### src/common/udc_pkg.sv
// Purpose: Shared constants and types of the USB device control register
// Assumes: 20 MHz system clock, one register word
// Notes: Field positions follow the packed control struct
`default_nettype none

package udc_pkg;

	// Byte address of the control register
	localparam logic [31:0] CTRL_OFS = 32'h400a4000;
	// Width of the stored register image
	localparam int CTRL_W = 12;
	// Address value used before address state
	localparam logic [6:0] DEFAULT_ADDR = 7'h00;

	// System clock rate
	localparam int CLK_HZ = 20_000_000;
	// Least continuous suspend before an upstream resume
	localparam int SUSPEND_MIN_MS = 5;
	// Suspend time in cycles, exact at this rate
	localparam int SUSPEND_MIN_CYC = (CLK_HZ / 1000) * SUSPEND_MIN_MS;
	// Length of the upstream resume that we drive
	localparam int RESUME_US = 2000;
	// Resume length in cycles, rounded down
	localparam int RESUME_CYC = (CLK_HZ / 1_000_000) * RESUME_US;
	// Width of the hold timers, covers the counts above
	localparam int TMR_W = 17;

	// Control register image, bit 11 down to bit 0
	typedef struct packed
	{
		logic pulldown_disable;
		logic remote_wake_request;
		logic detach;
		logic controller_enable;
		logic address_state_enable;
		logic [6:0] function_address;
	} udc_ctrl_t;

	// Reset image: disabled, detached, default address
	localparam udc_ctrl_t CTRL_RESET = 12'h200;

	// Transceiver controls
	typedef struct packed
	{
		logic suspend_n;
		logic pullup_en;
		logic xcvr_en;
		logic pulldown_disable;
	} udc_xcvr_t;

	// Upstream resume sequencer states
	typedef enum logic {RS_IDLE, RS_DRIVE} udc_rs_t;

endpackage : udc_pkg

`default_nettype wire

### src/udc_hold_timer.sv
// Purpose: Reports that an input level has stood for a set number of cycles
// Assumes: run is synchronous to sys_clk
// Notes: Any low cycle on run restarts the count
`default_nettype none

module udc_hold_timer
	import udc_pkg::*;
#(
	parameter int N = 16
)
(
	// Clock and reset
	input wire logic sys_clk,
	input wire logic rst,
	// Level to time
	input wire logic run,
	// High once run has stood N cycles
	output logic done
);

	// Saturating cycle count
	logic [TMR_W-1:0] cnt_q;

	// Count while run holds, restart on any gap
	always_ff @(posedge sys_clk or posedge rst)
	begin
		if (rst)
			cnt_q <= '0;
		else if (!run)
			cnt_q <= '0;
		else if (cnt_q != TMR_W'(N))
			cnt_q <= cnt_q + TMR_W'(1);
	end

	// Saturation means the full time has passed
	assign done = run && (cnt_q == TMR_W'(N));

endmodule : udc_hold_timer

`default_nettype wire

### src/udc_addr_match.sv
// Purpose: Decides whether a token address belongs to this device
// Assumes: Token address arrives with a one-cycle valid
// Notes: Answer is registered, one cycle after the token
`default_nettype none

module udc_addr_match
	import udc_pkg::*;
(
	// Clock and reset
	input wire logic sys_clk,
	input wire logic rst,
	// Current address setup
	input wire logic enabled,
	input wire logic addr_state,
	input wire logic [6:0] func_addr,
	// Token from the link
	input wire logic tok_valid,
	input wire logic [6:0] tok_addr,
	// Token accepted
	output logic tok_match
);

	// Address in force now
	logic [6:0] live_addr;

	// Default address until address state is entered
	assign live_addr = addr_state ? func_addr : DEFAULT_ADDR;

	// Register the decision; a disabled controller accepts nothing
	always_ff @(posedge sys_clk or posedge rst)
	begin
		if (rst)
			tok_match <= 1'b0;
		else
			tok_match <= tok_valid && enabled && (tok_addr == live_addr);
	end

endmodule : udc_addr_match

`default_nettype wire

### src/udc_ctrl_reg.sv
// Purpose: Control register of the high-speed USB device controller
// Assumes: Plain register port, read data one cycle after the strobe
// Notes: Bus reset and suspend levels come from the link core
// Function
// - Function address is zero after any reset
// - Address state off: default address only
// - Address state on: stored address only
// - Address state cleared by resets
// - Enable 0 disables, resets, stops transceiver
// - Enable 1 enables the controller
// - Detach 0 attaches through D+ pull-up
// - Detach 1 disconnects and suspends transceiver
// - Wake write 1 requests remote wake-up
// - Resume only after 5 ms suspend
// - Wake bit cleared when resume ends
//
// The plain strobed port was left to the implementer.
`default_nettype none

module udc_ctrl_reg
	import udc_pkg::*;
#(
	parameter int SUSPEND_CYC = SUSPEND_MIN_CYC,
	parameter int RESUME_LEN_CYC = RESUME_CYC
)
(
	// Clock and reset
	input wire logic sys_clk,
	input wire logic rst,
	// Register port
	input wire logic [31:0] reg_addr,
	input wire logic [31:0] reg_wdata,
	input wire logic reg_wr,
	input wire logic reg_rd,
	output logic [31:0] reg_rdata,
	// Link state from the core
	input wire logic bus_reset,
	input wire logic bus_suspend,
	// Token address check
	input wire logic tok_valid,
	input wire logic [6:0] tok_addr,
	output logic tok_match,
	// Upstream resume and core reset
	output logic resume_drive,
	output logic core_rst,
	// Transceiver controls
	output udc_xcvr_t xcvr
);

	// Register select and write strobe
	logic sel;
	logic wr_hit;
	// Write data seen as the register image
	udc_ctrl_t wimg;
	// Stored fields
	logic [6:0] faddr_q;
	logic fa_en_q;
	logic en_q;
	logic en_d;
	logic detach_q;
	logic wake_q;
	logic pdd_q;
	// Resume sequencer
	udc_rs_t rs_q;
	logic sus_ok;
	logic res_done;
	logic res_end;
	// Current register image
	udc_ctrl_t img;

	// Decode the one mapped word
	assign sel = (reg_addr == CTRL_OFS);
	assign wr_hit = reg_wr && sel;
	assign wimg = udc_ctrl_t'(reg_wdata[CTRL_W-1:0]);

	// Enable as it will be after this cycle
	assign en_d = wr_hit ? wimg.controller_enable : en_q;

	// Controller enable
	always_ff @(posedge sys_clk or posedge rst)
	begin
		if (rst)
			en_q <= CTRL_RESET.controller_enable;
		else if (wr_hit)
			en_q <= wimg.controller_enable;
	end

	// Function address; disable and bus reset return it to zero
	always_ff @(posedge sys_clk or posedge rst)
	begin
		if (rst)
			faddr_q <= CTRL_RESET.function_address;
		else if (bus_reset || !en_d)
			faddr_q <= DEFAULT_ADDR;
		else if (wr_hit)
			faddr_q <= wimg.function_address;
	end

	// Address state; the hardware clear beats a firmware write
	always_ff @(posedge sys_clk or posedge rst)
	begin
		if (rst)
			fa_en_q <= CTRL_RESET.address_state_enable;
		else if (bus_reset || !en_d)
			fa_en_q <= 1'b0;
		else if (wr_hit)
			fa_en_q <= wimg.address_state_enable;
	end

	// Detach command; kept across disable so attach stays under firmware
	always_ff @(posedge sys_clk or posedge rst)
	begin
		if (rst)
			detach_q <= CTRL_RESET.detach;
		else if (wr_hit)
			detach_q <= wimg.detach;
	end

	// Pull-down disable, passed straight to the transceiver
	always_ff @(posedge sys_clk or posedge rst)
	begin
		if (rst)
			pdd_q <= CTRL_RESET.pulldown_disable;
		else if (wr_hit)
			pdd_q <= wimg.pulldown_disable;
	end

	// Wake request: a write of one wins over the end-of-resume clear
	always_ff @(posedge sys_clk or posedge rst)
	begin
		if (rst)
			wake_q <= CTRL_RESET.remote_wake_request;
		else if (!en_d)
			wake_q <= 1'b0;
		else if (wr_hit && wimg.remote_wake_request)
			wake_q <= 1'b1;
		else if (res_end)
			wake_q <= 1'b0;
	end

	// Times continuous suspend while idle and enabled
	udc_hold_timer #(
		.N(SUSPEND_CYC)
	) u_sus_tmr (
		.sys_clk(sys_clk),
		.rst(rst),
		.run(bus_suspend && en_q && (rs_q == RS_IDLE)),
		.done(sus_ok)
	);

	// Times the resume that we drive upstream
	udc_hold_timer #(
		.N(RESUME_LEN_CYC)
	) u_res_tmr (
		.sys_clk(sys_clk),
		.rst(rst),
		.run(rs_q == RS_DRIVE),
		.done(res_done)
	);

	// Last cycle of the resume
	assign res_end = (rs_q == RS_DRIVE) && res_done;

	// Resume sequencer; a detached device never starts a resume upstream
	always_ff @(posedge sys_clk or posedge rst)
	begin
		if (rst)
			rs_q <= RS_IDLE;
		else if (!en_q)
			rs_q <= RS_IDLE;
		else
		begin
			case (rs_q)
				RS_IDLE:
					// Wait for a request and enough suspend
					if (wake_q && sus_ok && !detach_q)
						rs_q <= RS_DRIVE;
				RS_DRIVE:
					// Hold the K state for its full length
					if (res_done)
						rs_q <= RS_IDLE;
				default:
					rs_q <= RS_IDLE;
			endcase
		end
	end

	// Resume output straight from the state flop
	assign resume_drive = (rs_q == RS_DRIVE);

	// Address filter for incoming tokens
	udc_addr_match u_match (
		.sys_clk(sys_clk),
		.rst(rst),
		.enabled(en_q),
		.addr_state(fa_en_q),
		.func_addr(faddr_q),
		.tok_valid(tok_valid),
		.tok_addr(tok_addr),
		.tok_match(tok_match)
	);

	// Register image as software reads it
	always_comb
	begin
		img = CTRL_RESET;
		img.function_address = faddr_q;
		img.address_state_enable = fa_en_q;
		img.controller_enable = en_q;
		img.detach = detach_q;
		img.remote_wake_request = wake_q;
		img.pulldown_disable = pdd_q;
	end

	// Read data for one cycle; unmapped reads and idle cycles give zero
	always_ff @(posedge sys_clk or posedge rst)
	begin
		if (rst)
			reg_rdata <= '0;
		else if (reg_rd && sel)
			reg_rdata <= {20'h00000, img};
		else
			reg_rdata <= '0;
	end

	// Core held in reset while the controller is disabled
	assign core_rst = !en_q;

	// Transceiver controls
	always_comb
	begin
		xcvr.xcvr_en = en_q;
		xcvr.pullup_en = en_q && !detach_q;
		xcvr.suspend_n = !detach_q;
		xcvr.pulldown_disable = pdd_q;
	end

	// Helper: consecutive suspend cycles seen while enabled, saturating
	logic [TMR_W-1:0] sus_seen_q;
	always_ff @(posedge sys_clk or posedge rst)
	begin
		if (rst)
			sus_seen_q <= '0;
		else if (!bus_suspend || !en_q)
			sus_seen_q <= '0;
		else if (sus_seen_q != {TMR_W{1'b1}})
			sus_seen_q <= sus_seen_q + TMR_W'(1);
	end

	// Helper: cycles of upstream resume seen so far, saturating
	logic [TMR_W-1:0] res_cnt_q;
	always_ff @(posedge sys_clk or posedge rst)
	begin
		if (rst)
			res_cnt_q <= '0;
		else if (!resume_drive)
			res_cnt_q <= '0;
		else if (res_cnt_q != {TMR_W{1'b1}})
			res_cnt_q <= res_cnt_q + TMR_W'(1);
	end

	// Helper: read data seen as the register image, only the low field bits
	udc_ctrl_t rimg;
	assign rimg = udc_ctrl_t'(reg_rdata[CTRL_W-1:0]);
endmodule : udc_ctrl_reg

`default_nettype wire

### config.mk
export PLATFORM = sky130hd
export DESIGN_NAME = udc_ctrl_reg
export DESIGN_NICKNAME = d
export VERILOG_FILES = /design/src/common/udc_pkg.sv /design/src/udc_hold_timer.sv /design/src/udc_addr_match.sv /design/src/udc_ctrl_reg.sv
export SDC_FILE = /design/constraint.sdc
export NUM_CORES = 1
export LEC_CHECK = 0
export ABC_CLOCK_PERIOD_IN_PS = 2500
export BUFFER_PORTS_ARGS = -buffer_cell sky130_fd_sc_hd__buf_2
export CAP_MARGIN = 15
export CELL_PAD_IN_SITES_DETAIL_PLACEMENT = 0
export CELL_PAD_IN_SITES_GLOBAL_PLACEMENT = 1
export CORE_ASPECT_RATIO = 1.75
export CORE_UTILIZATION = 36
export CTS_BUF_LIST = sky130_fd_sc_hd__clkbuf_16
export CTS_CLUSTER_SIZE = 25
export DETAILED_ROUTE_END_ITERATION = 7
export PLACE_DENSITY_LB_ADDON = 0.08
export SLEW_MARGIN = 0
export SYNTH_ARGS = -nofsm -noshare
export SYNTH_HDL_FRONTEND = slang
export SYNTH_SLANG_ARGS = --single-unit
export TNS_END_PERCENT = 20
### constraint.sdc
create_clock -name sys_clk -period 2.5 [get_ports sys_clk]
set_clock_uncertainty 0.15 [all_clocks]
set_input_delay 0.25 -clock sys_clk [delete_from_list [all_inputs] [get_ports sys_clk]]
set_output_delay 0.25 -clock sys_clk [all_outputs]
set_load 0.05 [all_outputs]
; ---- After elaboration in Yosys (flattened, before gate mapping)
; Cells that the tools add are included.
[word_totals]
regBits = 80
input_bits = 78
wordCells = 59
[classes]
n_addsub = 2
n_eq_ne = 9
n_mux = 18
n_bitwise = 1
n_reduce_logical = 18
[ops]
columns = cell, count
row1 = $mux 17, 4
row2 = $add 17x1->17 const B, 2
row3 = $eq 32x31->1 const B, 1
row4 = $mux 7, 3
row5 = $eq 17x16->1 const B, 1
row6 = $eq 17x17->1 const B, 1
row7 = $ne 17x16->1 const B, 1
row8 = $ne 17x17->1 const B, 1
row9 = $logic_and 1x1->1, 13
row10 = $mux 12, 1
row11 = $mux 1, 9
row12 = $eq 7x7->1, 1
row13 = $logic_not 1->1, 3
row14 = $ne 3x1->1 const B, 1
row15 = $ne 2x1->1 const B, 1
row16 = $ne 2x2->1 const B, 1
row17 = $pmux 1 s2, 1
row18 = $reduce_bool 2->1, 1
row19 = $logic_or 1x1->1, 1
row20 = $not 1->1, 1

; ---- Logic depth before layout (Yosys ltp)
; Gate-level depths: netlist (run 1).
[logic_depth]
word_depth = 8
depth_mapped = 7
depth_no_buf = 7

; ---- Cells and area by module
; From an unflattened synthesis (run 1), not the netlist that was laid out.
[hier_totals]
hier_cells = 337
area_unflattened_um2 = 3349.5
[by_module_without_submodules]
columns = module, instances, cells_per_inst, area_per_inst_um2, seq_area_each_um2
row1 = udc_ctrl_reg, 1, 118, 1307.5, 626.9
row2 = udc_hold_timer (u_res_tmr), 1, 98, 925.9, 425.4
row3 = udc_hold_timer (u_sus_tmr), 1, 94, 925.9, 425.4
row4 = udc_addr_match, 1, 27, 190.2, 25.0

; ---- Least setup slack after synthesis (run 1)
; No wires, ideal clock.
[synth_path]
path_kind = reg2out
from = register en_q
to = output port xcvr[2] in the netlist's numbering
t_arrival_ns = 1.664
slack_ns = 0.436
path_stages_with_launch = 4
path_buffers = 1
path_cell_list = dfrtp_1 clkbuf_1 inv_1 nor2_1
[synth_rtl]
columns = item, line_no
row1 = "start, declared", udc_ctrl_reg.sv:58  ; logic en_q;
row2 = "start signal, assigned", udc_ctrl_reg.sv:83  ; en_q <= CTRL_RESET.controller_enable;
row3 = "start signal, assigned", udc_ctrl_reg.sv:85  ; en_q <= wimg.controller_enable;
row4 = "end, declared", udc_ctrl_reg.sv:47  ; output udc_xcvr_t xcvr

; ---- Worst setup path after layout (run 1)
[layout_path]
from = register u_sus_tmr.cnt_q[11]
to = register u_sus_tmr.cnt_q[0]
[layout_between]
elab_chain_cells = 2
[layout_lines]
columns = item, line_no
row1 = "start, declared", udc_hold_timer.sv:22  ; logic [TMR_W-1:0] cnt_q;
row2 = "start signal, assigned", udc_hold_timer.sv:32  ; cnt_q <= cnt_q + TMR_W'(1);
row3 = $ne 17x17->1, udc_hold_timer.sv:31  ; else if (cnt_q != TMR_W'(N))
row4 = $ne 2x2->1 (no source line), -
; Every way passes these cells.
; A chain may end at the register's enable or synchronous reset.

==> impl_metrics.csv, run 1 <==
group,metric,value,unit
floorplanning,start_util,0.3746,
synth,synth.distinct_cells,45,
sta,maxSlewHeadroom,0.5797,
critical_path,worstSetupPathType,"reg2reg",
floorplanning,die-area,9098,um2
global_route,grt_usage,0.1745,
route,dr.pass1.iters,4,
sta,rsz0062_at_grt,"false",
synth,ys_seq_area_frac,0.4794,
synth,syn_avg_cell_area,9.674,um2
route,drc,0,
clock_tree,cts_sinks,60,
finish,antenna-diode-count,0,
place,dp_cells,508,
global_route,grt_first_pass_wirelength,12.06,mm
finish,drive_gt1_frac,0.2494,
place,io_buffers,76,
power_and_ir_drop,peakVddDrop,0.3464,mV
critical_path,crit_arrival,2.03,ns
synth,synth_largest_area_cell,"dfrtp_1",
power_and_ir_drop,p_leak,1.783,nW
clock_tree,cts-root-buf,"clkbuf_16",
route,wire_per_inst,13.79,um
clock_tree,numCtsBuffers,9,
synth,ys.flop_type,"dfrtp_1",
critical_path,rrSetupSlack,0.51,ns
floorplanning,fp-row-count,44,
critical_path,start_kind,"register",
route,vias_per_cell,4.857,
clock_tree,cts_tree,"built",
place,place_congestion,0.7807,
floorplanning,die_w,72.54,um
finish,final_common_cell,"buf_2",
power_and_ir_drop,totalPowerFinal,2.292,mW
finish,fin_util,0.4614,
sta,final_hold_viol_count,0,
finish,finalNetCount,488,
sta,post-route-period-util,0.7972,
clock_tree,clk_latency,0.33,ns
synth,synth_seq_cells,60,
global_route,antenna_found_initial,0,
synth,synth_cells,324,
power_and_ir_drop,cellPowerDensity,593.5,nW/um2
global_route,grt_start_max_net_pins,35,
synth,yosys_warnings,0,
critical_path,required,2.54,ns
clock_tree,clock_path_buffers,2,
critical_path,rr_endpoint,"u_sus_tmr.cnt_q[0]",
sta,worst_slew_pin_slew,0.6246,ns
finish,area_growth,23.19,%
route,drt-total-wl,7.228,mm
critical_path,worstPathMaxFanout,5,
synth,synth_area,3134,um2
run_status,status,"finished clean",
sta,totalNegativeSetupSlack,0,ns
critical_path,r2r-start,"u_sus_tmr.cnt_q[11]",
synth,yosysTopAreaCellShare,0.4711,
sta,slew_viol_final,0,
worst_hold_path,min_path_cells,3,
clock_tree,htree_num_levels,3,
finish,layout_common_cells,"buf_2 (76), dfrtp_1 (59), nor2_1 (33)",
critical_path,worstSetupEndpointType,"register",
synth,synth_edf_count,0,
finish,final_cell_count_no_fill,524,
route,drt_iter0_drc,109,
route,ant_nets,0,
critical_path,r2r_cells,5,
floorplanning,io_pins,117,
sta,post-route-min-period,1.993,ns
floorplanning,chipHeight,125.4,um
sta,setup_violations,0,
global_route,gr-total-overflow,0,
synth,synth_async_sr_flop_share,1.000,
clock_tree,clkSlewWorstSetupHoldPaths,0.05,ns
route,vias,2545,
synth,synth_top_cells_by_area,"dfrtp_1 (47%), buf_4 (5.3%), nor2_1 (4.0%)",
floorplanning,fp.coreArea,8368,um2
place,dp_hpwl,5.448,mm
global_route,grt_pass1_vias,2506,
worst_hold_path,holdPathEnd,"faddr_q[5]",
sta,max_freq,501.8,MHz
clock_tree,ctsResizeCount,0,
job,cap_viol_max_count,0,
worst_hold_path,hold_start,"reg_wdata[5]",
worst_hold_path,hold_class,"in2reg",
-- worst max path at each step --
stage	startpoint	to	slack, ns	cells past startpoint
finish	u_sus_tmr.cnt_q[11]	u_sus_tmr.cnt_q[0]	0.51	5
global route	u_res_tmr.cnt_q[0]	u_res_tmr.cnt_q[14]	0.33	6
CTS	u_sus_tmr.cnt_q[11]	u_sus_tmr.cnt_q[0]	0.48	5
detailed placement	reg_addr[16]	wake_q	0.44	6
global placement	reg_addr[16]	wake_q	0.45	6
floorplan	en_q	xcvr[2]	0.44	3
-- kinds of logic after synthesis --
| kind of cell | synth area share |
|---|---|
| buffers and inverters | 0.08782 |
| muxes | 0.01517 |
| AOI/OAI and AO/OA | 0.05948 |
| DFF | 0.4794 |
| xor gates and xnor gates | 0.07266 |
| other | 0.001196 |
| adders and majority gates | 0.01597 |
| and+or+nand+nor | 0.2683 |
-- synth_stat cells, types with 2 or more instances --
cell type,instances
xnor2_1,13
and3_1,14
and4_1,3
dfrtp_1,59
xor2_1,13
o22ai_1,2
or3_1,6
nand4_1,9
nor4b_1,4
nor3_1,6
nor2_1,33
nor2b_1,6
nand2_1,25
ha_1,4
mux2_2,2
nor4_1,9
inv_1,18
nand4b_1,9
clkbuf_1,5
nand3_1,13
or4_1,2
buf_4,22
o21ai_0,13
a21oi_1,11
o21a_1,3
-- layout make-up --
| cell class | count | area [um2] |
|---|---|---|
| multi-input cells | 234 | 1428 |
| clock buffers | 9 | 225.2 |
| fillers | 848 | 4507 |
| flip-flops and latches | 60 | 1503 |
| clock inverters | 5 | 47.55 |
| well taps | 115 | 143.9 |
| repair buffers | 82 | 442.9 |
| inverters | 19 | 71.32 |
-- metrics by stage --
step	hold WS (ns)	setup WS (ns)	cell area [um2]
after floorplan	0.2360	0.4355	3206
after global placement	0.2074	0.4493	3568
after detailed placement	0.2128	0.4436	3568
after CTS	0.0005191	0.4816	3861
after global routing	0.01189	0.3325	3861
final	0.009807	0.5071	3861
-- power by group --
group | total (mW) | internal, mW | switching (mW) | leakage [nW]
clock | 1.16 | 0.747 | 0.415 | 0.144
sequential | 0.973 | 0.973 | 0.00000000102 | 0.835
combinational | 0.157 | 0.0450 | 0.112 | 0.805
-- critical path, stage by stage (launching register included) --
cell	delay, ns
dfrtp_1	0.42
or4_4	0.56
nor4_4	0.34
nand2_1	0.16
xnor2_1	0.16
nor2_1	0.06
-- registers in the layout (all words and copies together), names as in the netlist --
register and count:
reg_rdata 12, detach_q 1, en_q 1, fa_en_q 1, resume_drive 1, wake_q 1, u_sus_tmr.cnt_q 17, u_match.tok_match 1
pdd_q 1, faddr_q 7, u_res_tmr.cnt_q 17
-- metal layers --
layer | GRT usage | share of wire | vias up
li1 | - | - | 1246
met1 | 0.1890 | 0.38 | 1208
met2 | 0.3046 | 0.54 | 77
met3 | 0.04271 | 0.052 | 14
met4 | 0.09227 | 0.024 | 0
met5 | 0 | 0 | -
-- repair_timing --
item / in CTS / in global routing
setup buffers: 0 / 0
endpoints found under the hold margin: 26 / 0
hold buffers: 2 / 0
setup endpoints to repair: 0 / 0
No activity file was read; power rests on OpenSTA's default activity.
==> inputs of run 2 (changes only) <==
- ABC_CLOCK_PERIOD_IN_PS: 2500 -> 1650
- CORE_UTILIZATION: 36 -> 33
- clock period: 2.5 -> 1.65 ns (I/O delays scaled with it)
==> impl_metrics.csv, run 2 (synthesized netlist as in run 1, its figures left out) <==
group,metric,value,unit
run_status,status,"finished, violations left",
run_status,violations,"negative setup slack",
critical_path,crit_arrival,1.90,ns
sta,setup_violations,8,
finish,antenna-diode-count,0,
critical_path,rrSetupSlack,-0.14,ns
global_route,gr-total-overflow,0,
sta,layout_setup_ws,-0.1394,ns
route,vias_per_cell,4.574,
place,dp_cells,557,
critical_path,start_kind,"register",
sta,max_freq,558.8,MHz
critical_path,required,1.76,ns
clock_tree,cts-root-buf,"clkbuf_16",
global_route,grt_usage,0.1701,
route,drt-total-wl,7.736,mm
finish,finalNetCount,551,
place,place_congestion,0.7520,
finish,regArea,1505,um2
finish,multi_input_area,1518,um2
sta,slew_viol_final,0,
place,io_buffers,76,
worst_hold_path,holdPathEnd,"u_match.tok_match",
route,ant_nets,0,
global_route,grt_start_max_net_pins,61,
route,wl_met1,3.133,mm
global_route,grt_first_pass_wirelength,12.41,mm
route,wl_met3,246,um
floorplanning,io_pins,117,
power_and_ir_drop,sequentialPowerShare,0.399,
clock_tree,cts_tree,"built",
floorplanning,start_util,0.3425,
job,cap_viol_max_count,0,
power_and_ir_drop,pwr-share-clk,0.529,
route,vias,2717,
worst_hold_path,hold_class,"in2reg",
floorplanning,die-area,9907,um2
power_and_ir_drop,cellPowerDensity,817.8,nW/um2
power_and_ir_drop,combPwrFrac,0.072,
route,drc,0,
floorplanning,die_w,75.67,um
route,dr.pass1.iters,5,
finish,top_regs,"u_res_tmr.cnt_q x17, u_sus_tmr.cnt_q x17, reg_rdata x12",
power_and_ir_drop,p_leak,2.121,nW
clock_tree,cts_sinks,60,
finish,drive_gt1_frac,0.3692,
finish,nFillCells,899,
clock_tree,numCtsBuffers,9,
finish,final_cell_count_no_fill,594,
finish,final_common_cell,"buf_2",
worst_hold_path,min_path_cells,3,
finish,fin_util,0.4932,
sta,final_hold_viol_count,0,
power_and_ir_drop,switching_share,0.2238,
critical_path,worstSetupEndpointType,"register",
route,wire_per_inst,13.02,um
floorplanning,chipHeight,130.9,um
clock_tree,clk_latency,0.33,ns
critical_path,r2r-start,"u_sus_tmr.cnt_q[14]",
global_route,antenna_found_initial,0,
sta,rsz0062_at_grt,"true",
sta,post-route-period-util,1.084,
place,dp_hpwl,5.729,mm
floorplanning,fp.coreArea,9151,um2
sta,post-route-min-period,1.789,ns
power_and_ir_drop,peakVddDrop,0.5180,mV
route,drt_iter0_drc,74,
clock_tree,clock_path_buffers,2,
route,top_layer,"met4",
power_and_ir_drop,power.internal,2.865,mW
global_route,grt_pass1_vias,2672,
critical_path,worstPathMaxFanout,3,
route,wl_met2,4.204,mm
finish,area_growth,43.99,%
place,pre_cts_slack,-0.2519,ns
critical_path,rr_endpoint,"resume_drive",
clock_tree,clkSlewWorstSetupHoldPaths,0.05,ns
worst_hold_path,hold_start,"tok_addr[1]",
floorplanning,fp-row-count,46,
power_and_ir_drop,switchingPower,825.9,uW
clock_tree,htree_num_levels,3,
finish,layout_common_cells,"buf_2 (76), dfrtp_1 (57), buf_4 (51)",
critical_path,worstSetupPathType,"reg2reg",
critical_path,r2r_cells,5,
-- run 2: cell type report --
class	instances	area share
Multi-Input combinational cell	234	0.3363
Sequential cell	60	0.3335
Timing Repair Buffer	145	0.2121
Clock buffer	9	0.04990
Tap cell	120	0.03327
Clock inverter	7	0.01830
Inverter	19	0.01663
-- run 2: worst max-delay path by stage --
| stage | from | to | slack (ns) |
|---|---|---|---|
| 4_1_cts | u_sus_tmr.cnt_q[4] | resume_drive | -0.18 |
| 5_1_grt | u_sus_tmr.cnt_q[14] | resume_drive | -0.25 |
| 3_3_place_gp | reg_addr[21] | wake_q | -0.24 |
| 6_report | u_sus_tmr.cnt_q[14] | resume_drive | -0.14 |
| 3_5_place_dp | reg_addr[16] | wake_q | -0.25 |
| 2_1_floorplan | reg_addr[21] | wake_q | -0.11 |
-- run 2: timing repair --
action	4_1_cts	5_1_grt
endpoints found under the setup margin	14	28
pin swaps	7	9
hold endpoints to repair	71	0
hold buffers	14	0
gates resized for setup	6	17
setup buffers	1	6
-- run 2: power groups by stage --
| stage | clock network [mW] | registers (mW) | logic, mW |
|---|---|---|---|
| after floorplan | 0 | 1.50 | 0.182 |
| after global placement | 0 | 1.50 | 0.240 |
| after detailed placement | 0 | 1.50 | 0.241 |
| after CTS | 2.00 | 1.47 | 0.267 |
| after global routing | 2.06 | 1.47 | 0.287 |
| final | 1.95 | 1.47 | 0.266 |
-- run 2: through the flow --
step | power [mW] | setup TNS, ns | cell area [um2] | hold WS, ns
finish | 3.691 | -0.5053 | 4513 | 0.04428
global route | 3.817 | -2.210 | 4513 | 0.06235
CTS | 3.743 | -0.8639 | 4395 | 0.04273
detailed placement | 1.739 | -3.377 | 3915 | 0.1300
global placement | 1.739 | -3.207 | 3915 | 0.1247
floorplan | 1.681 | -0.5516 | 3216 | 0.1205
-- run 2: critical path, stage by stage, from the launching register on --
cell,delay (ns)
dfrtp_1,0.38
or4b_4,0.54
nor4_4,0.28
nand2_2,0.11
o21a_1,0.18
nor2_1,0.07
-- run 2: layer usage --
metal  vias to the layer above  track usage
met2                        60       0.2978
met1                      1275       0.1899
met4                         0      0.08170
met5                         -            0
li1                       1371            -
met3                        11      0.03834
==> inputs of run 3 (changes only) <==
- SETUP_SLACK_MARGIN: unset -> 0.15
==> impl_metrics.csv, run 3 (synthesized netlist as in run 1, its figures left out) <==
group,metric,value,unit
place,dp_cells,557,
global_route,grt_pass1_vias,2688,
sta,setup_violations,6,
critical_path,worstSetupPathType,"reg2reg",
global_route,grt_start_max_net_pins,61,
worst_hold_path,hold_start,"tok_addr[1]",
finish,finalNetCount,549,
route,drc,0,
finish,final_cell_count_no_fill,592,
sta,slew_viol_final,0,
critical_path,path_cells,"or4b_4 > nor4_4 > nand2_2 > o21a_1 > nor2_1",
route,drt-total-wl,7.845,mm
place,dp_hpwl,5.729,mm
finish,top_regs,"u_res_tmr.cnt_q x17, u_sus_tmr.cnt_q x17, reg_rdata x12",
critical_path,cp_slowest_stage_delay,0.54,ns
sta,post-route-period-util,1.085,
clock_tree,cts_sinks,60,
worst_hold_path,holdPathEnd,"u_match.tok_match",
sta,post-route-min-period,1.790,ns
global_route,antenna_found_initial,0,
clock_tree,cts-root-buf,"clkbuf_16",
floorplanning,die-area,9907,um2
finish,area_growth,47.62,%
clock_tree,numCtsBuffers,9,
critical_path,start_kind,"register",
global_route,grt_first_pass_wirelength,12.48,mm
critical_path,required,1.76,ns
finish,fin_util,0.5056,
route,dr.pass1.iters,4,
route,drt_iter0_drc,84,
global_route,gr-total-overflow,0,
critical_path,worstPathMaxFanout,3,
sta,final_hold_viol_count,0,
clock_tree,clk_latency,0.33,ns
critical_path,slowest_stage,"or4b_4",
critical_path,rr_endpoint,"resume_drive",
finish,fin_area,4627,um2
floorplanning,fp.coreArea,9151,um2
critical_path,rrSetupSlack,-0.14,ns
finish,nFillCells,899,
run_status,status,"finished, violations left",
sta,layout_setup_ws,-0.1396,ns
critical_path,r2r-start,"u_sus_tmr.cnt_q[14]",
floorplanning,io_pins,117,
floorplanning,chipHeight,130.9,um
finish,antenna-diode-count,0,
clock_tree,clock_path_buffers,2,
critical_path,worstSetupEndpointType,"register",
place,io_buffers,76,
power_and_ir_drop,totalPowerFinal,3.702,mW
power_and_ir_drop,peakVddDrop,0.5211,mV
floorplanning,start_util,0.3425,
critical_path,crit_arrival,1.90,ns
worst_hold_path,hold_class,"in2reg",
finish,multi_input_area,1599,um2
route,vias,2757,
worst_hold_path,min_path_cells,3,
floorplanning,fp-row-count,46,
global_route,grt_usage,0.1709,
route,vias_per_cell,4.657,
job,cap_viol_max_count,0,
power_and_ir_drop,p_leak,2.153,nW
critical_path,r2r_cells,5,
place,placed_area,3915,um2
route,wire_per_inst,13.25,um
sta,max_freq,558.8,MHz
finish,layout_common_cells,"buf_2 (70), dfrtp_1 (56), buf_4 (49)",
critical_path,cp-startpoint,"u_sus_tmr.cnt_q[14]",
sta,rsz0062_at_grt,"true",
clock_tree,cts_tree,"built",
finish,drive_gt1_frac,0.3941,
sta,holdWs,0.03000,ns
clock_tree,htree_num_levels,3,
route,ant_nets,0,
place,place_congestion,0.7520,
run_status,violations,"negative setup slack",
power_and_ir_drop,cellPowerDensity,800.2,nW/um2
clock_tree,clkSlewWorstSetupHoldPaths,0.05,ns
finish,regArea,1506,um2
floorplanning,die_w,75.67,um
finish,final_common_cell,"buf_2",
## run 3: through the flow
stage | setup WS [ns] | setup TNS [ns]
CTS | -0.1795 | -0.6405
global placement | -0.2385 | -3.207
global route | -0.2487 | -1.748
finish | -0.1396 | -0.4750
detailed placement | -0.2519 | -3.377
floorplan | -0.1143 | -0.5516
## run 3: power by group
group | switching [mW] | internal, mW | total (mW)
Clock | 0.650 | 1.30 | 1.95
Sequential | 0.000000000955 | 1.47 | 1.47
Combinational | 0.181 | 0.0972 | 0.278
Total | 0.831 | 2.87 | 3.70
## run 3: worst max path at each step
stage	slack (ns)	endpoint	depth (start not counted)
after floorplan	-0.11	wake_q	6
after global placement	-0.24	wake_q	6
after detailed placement	-0.25	wake_q	6
after CTS	-0.18	resume_drive	5
after global routing	-0.25	resume_drive	5
final	-0.14	resume_drive	5
## run 3: per-layer routing
metal,vias to the layer above,share of wire,global-route usage
li1,1371,-,-
met1,1311,0.40,0.1908
met2,65,0.55,0.2994
met3,10,0.033,0.03834
met4,0,0.016,0.08170
met5,-,0,0
## run 3: layout make-up
class	count	share of cell area
multi-input combinational	234	0.3456
sequential	60	0.3256
timing repair buffer	143	0.2136
clock buffer	9	0.04867
tap	120	0.03245
clock inverter	7	0.01785
inverter	19	0.01622
## run 3: what timing repair did
action / CTS / global route
endpoints found under the setup margin: 39 / 44
endpoints found under the hold margin: 71 / 0
setup buffers: 2 / 3
pin swaps: 11 / 20
hold buffers: 14 / 0
gates resized for setup: 14 / 42
## run 3: worst max-delay path: cells and delay by family (launching register included)
kind | cells | cell delay, ns
simple gates | 4 | 1.00
compound gates | 1 | 0.18
flops | 1 | 0.37
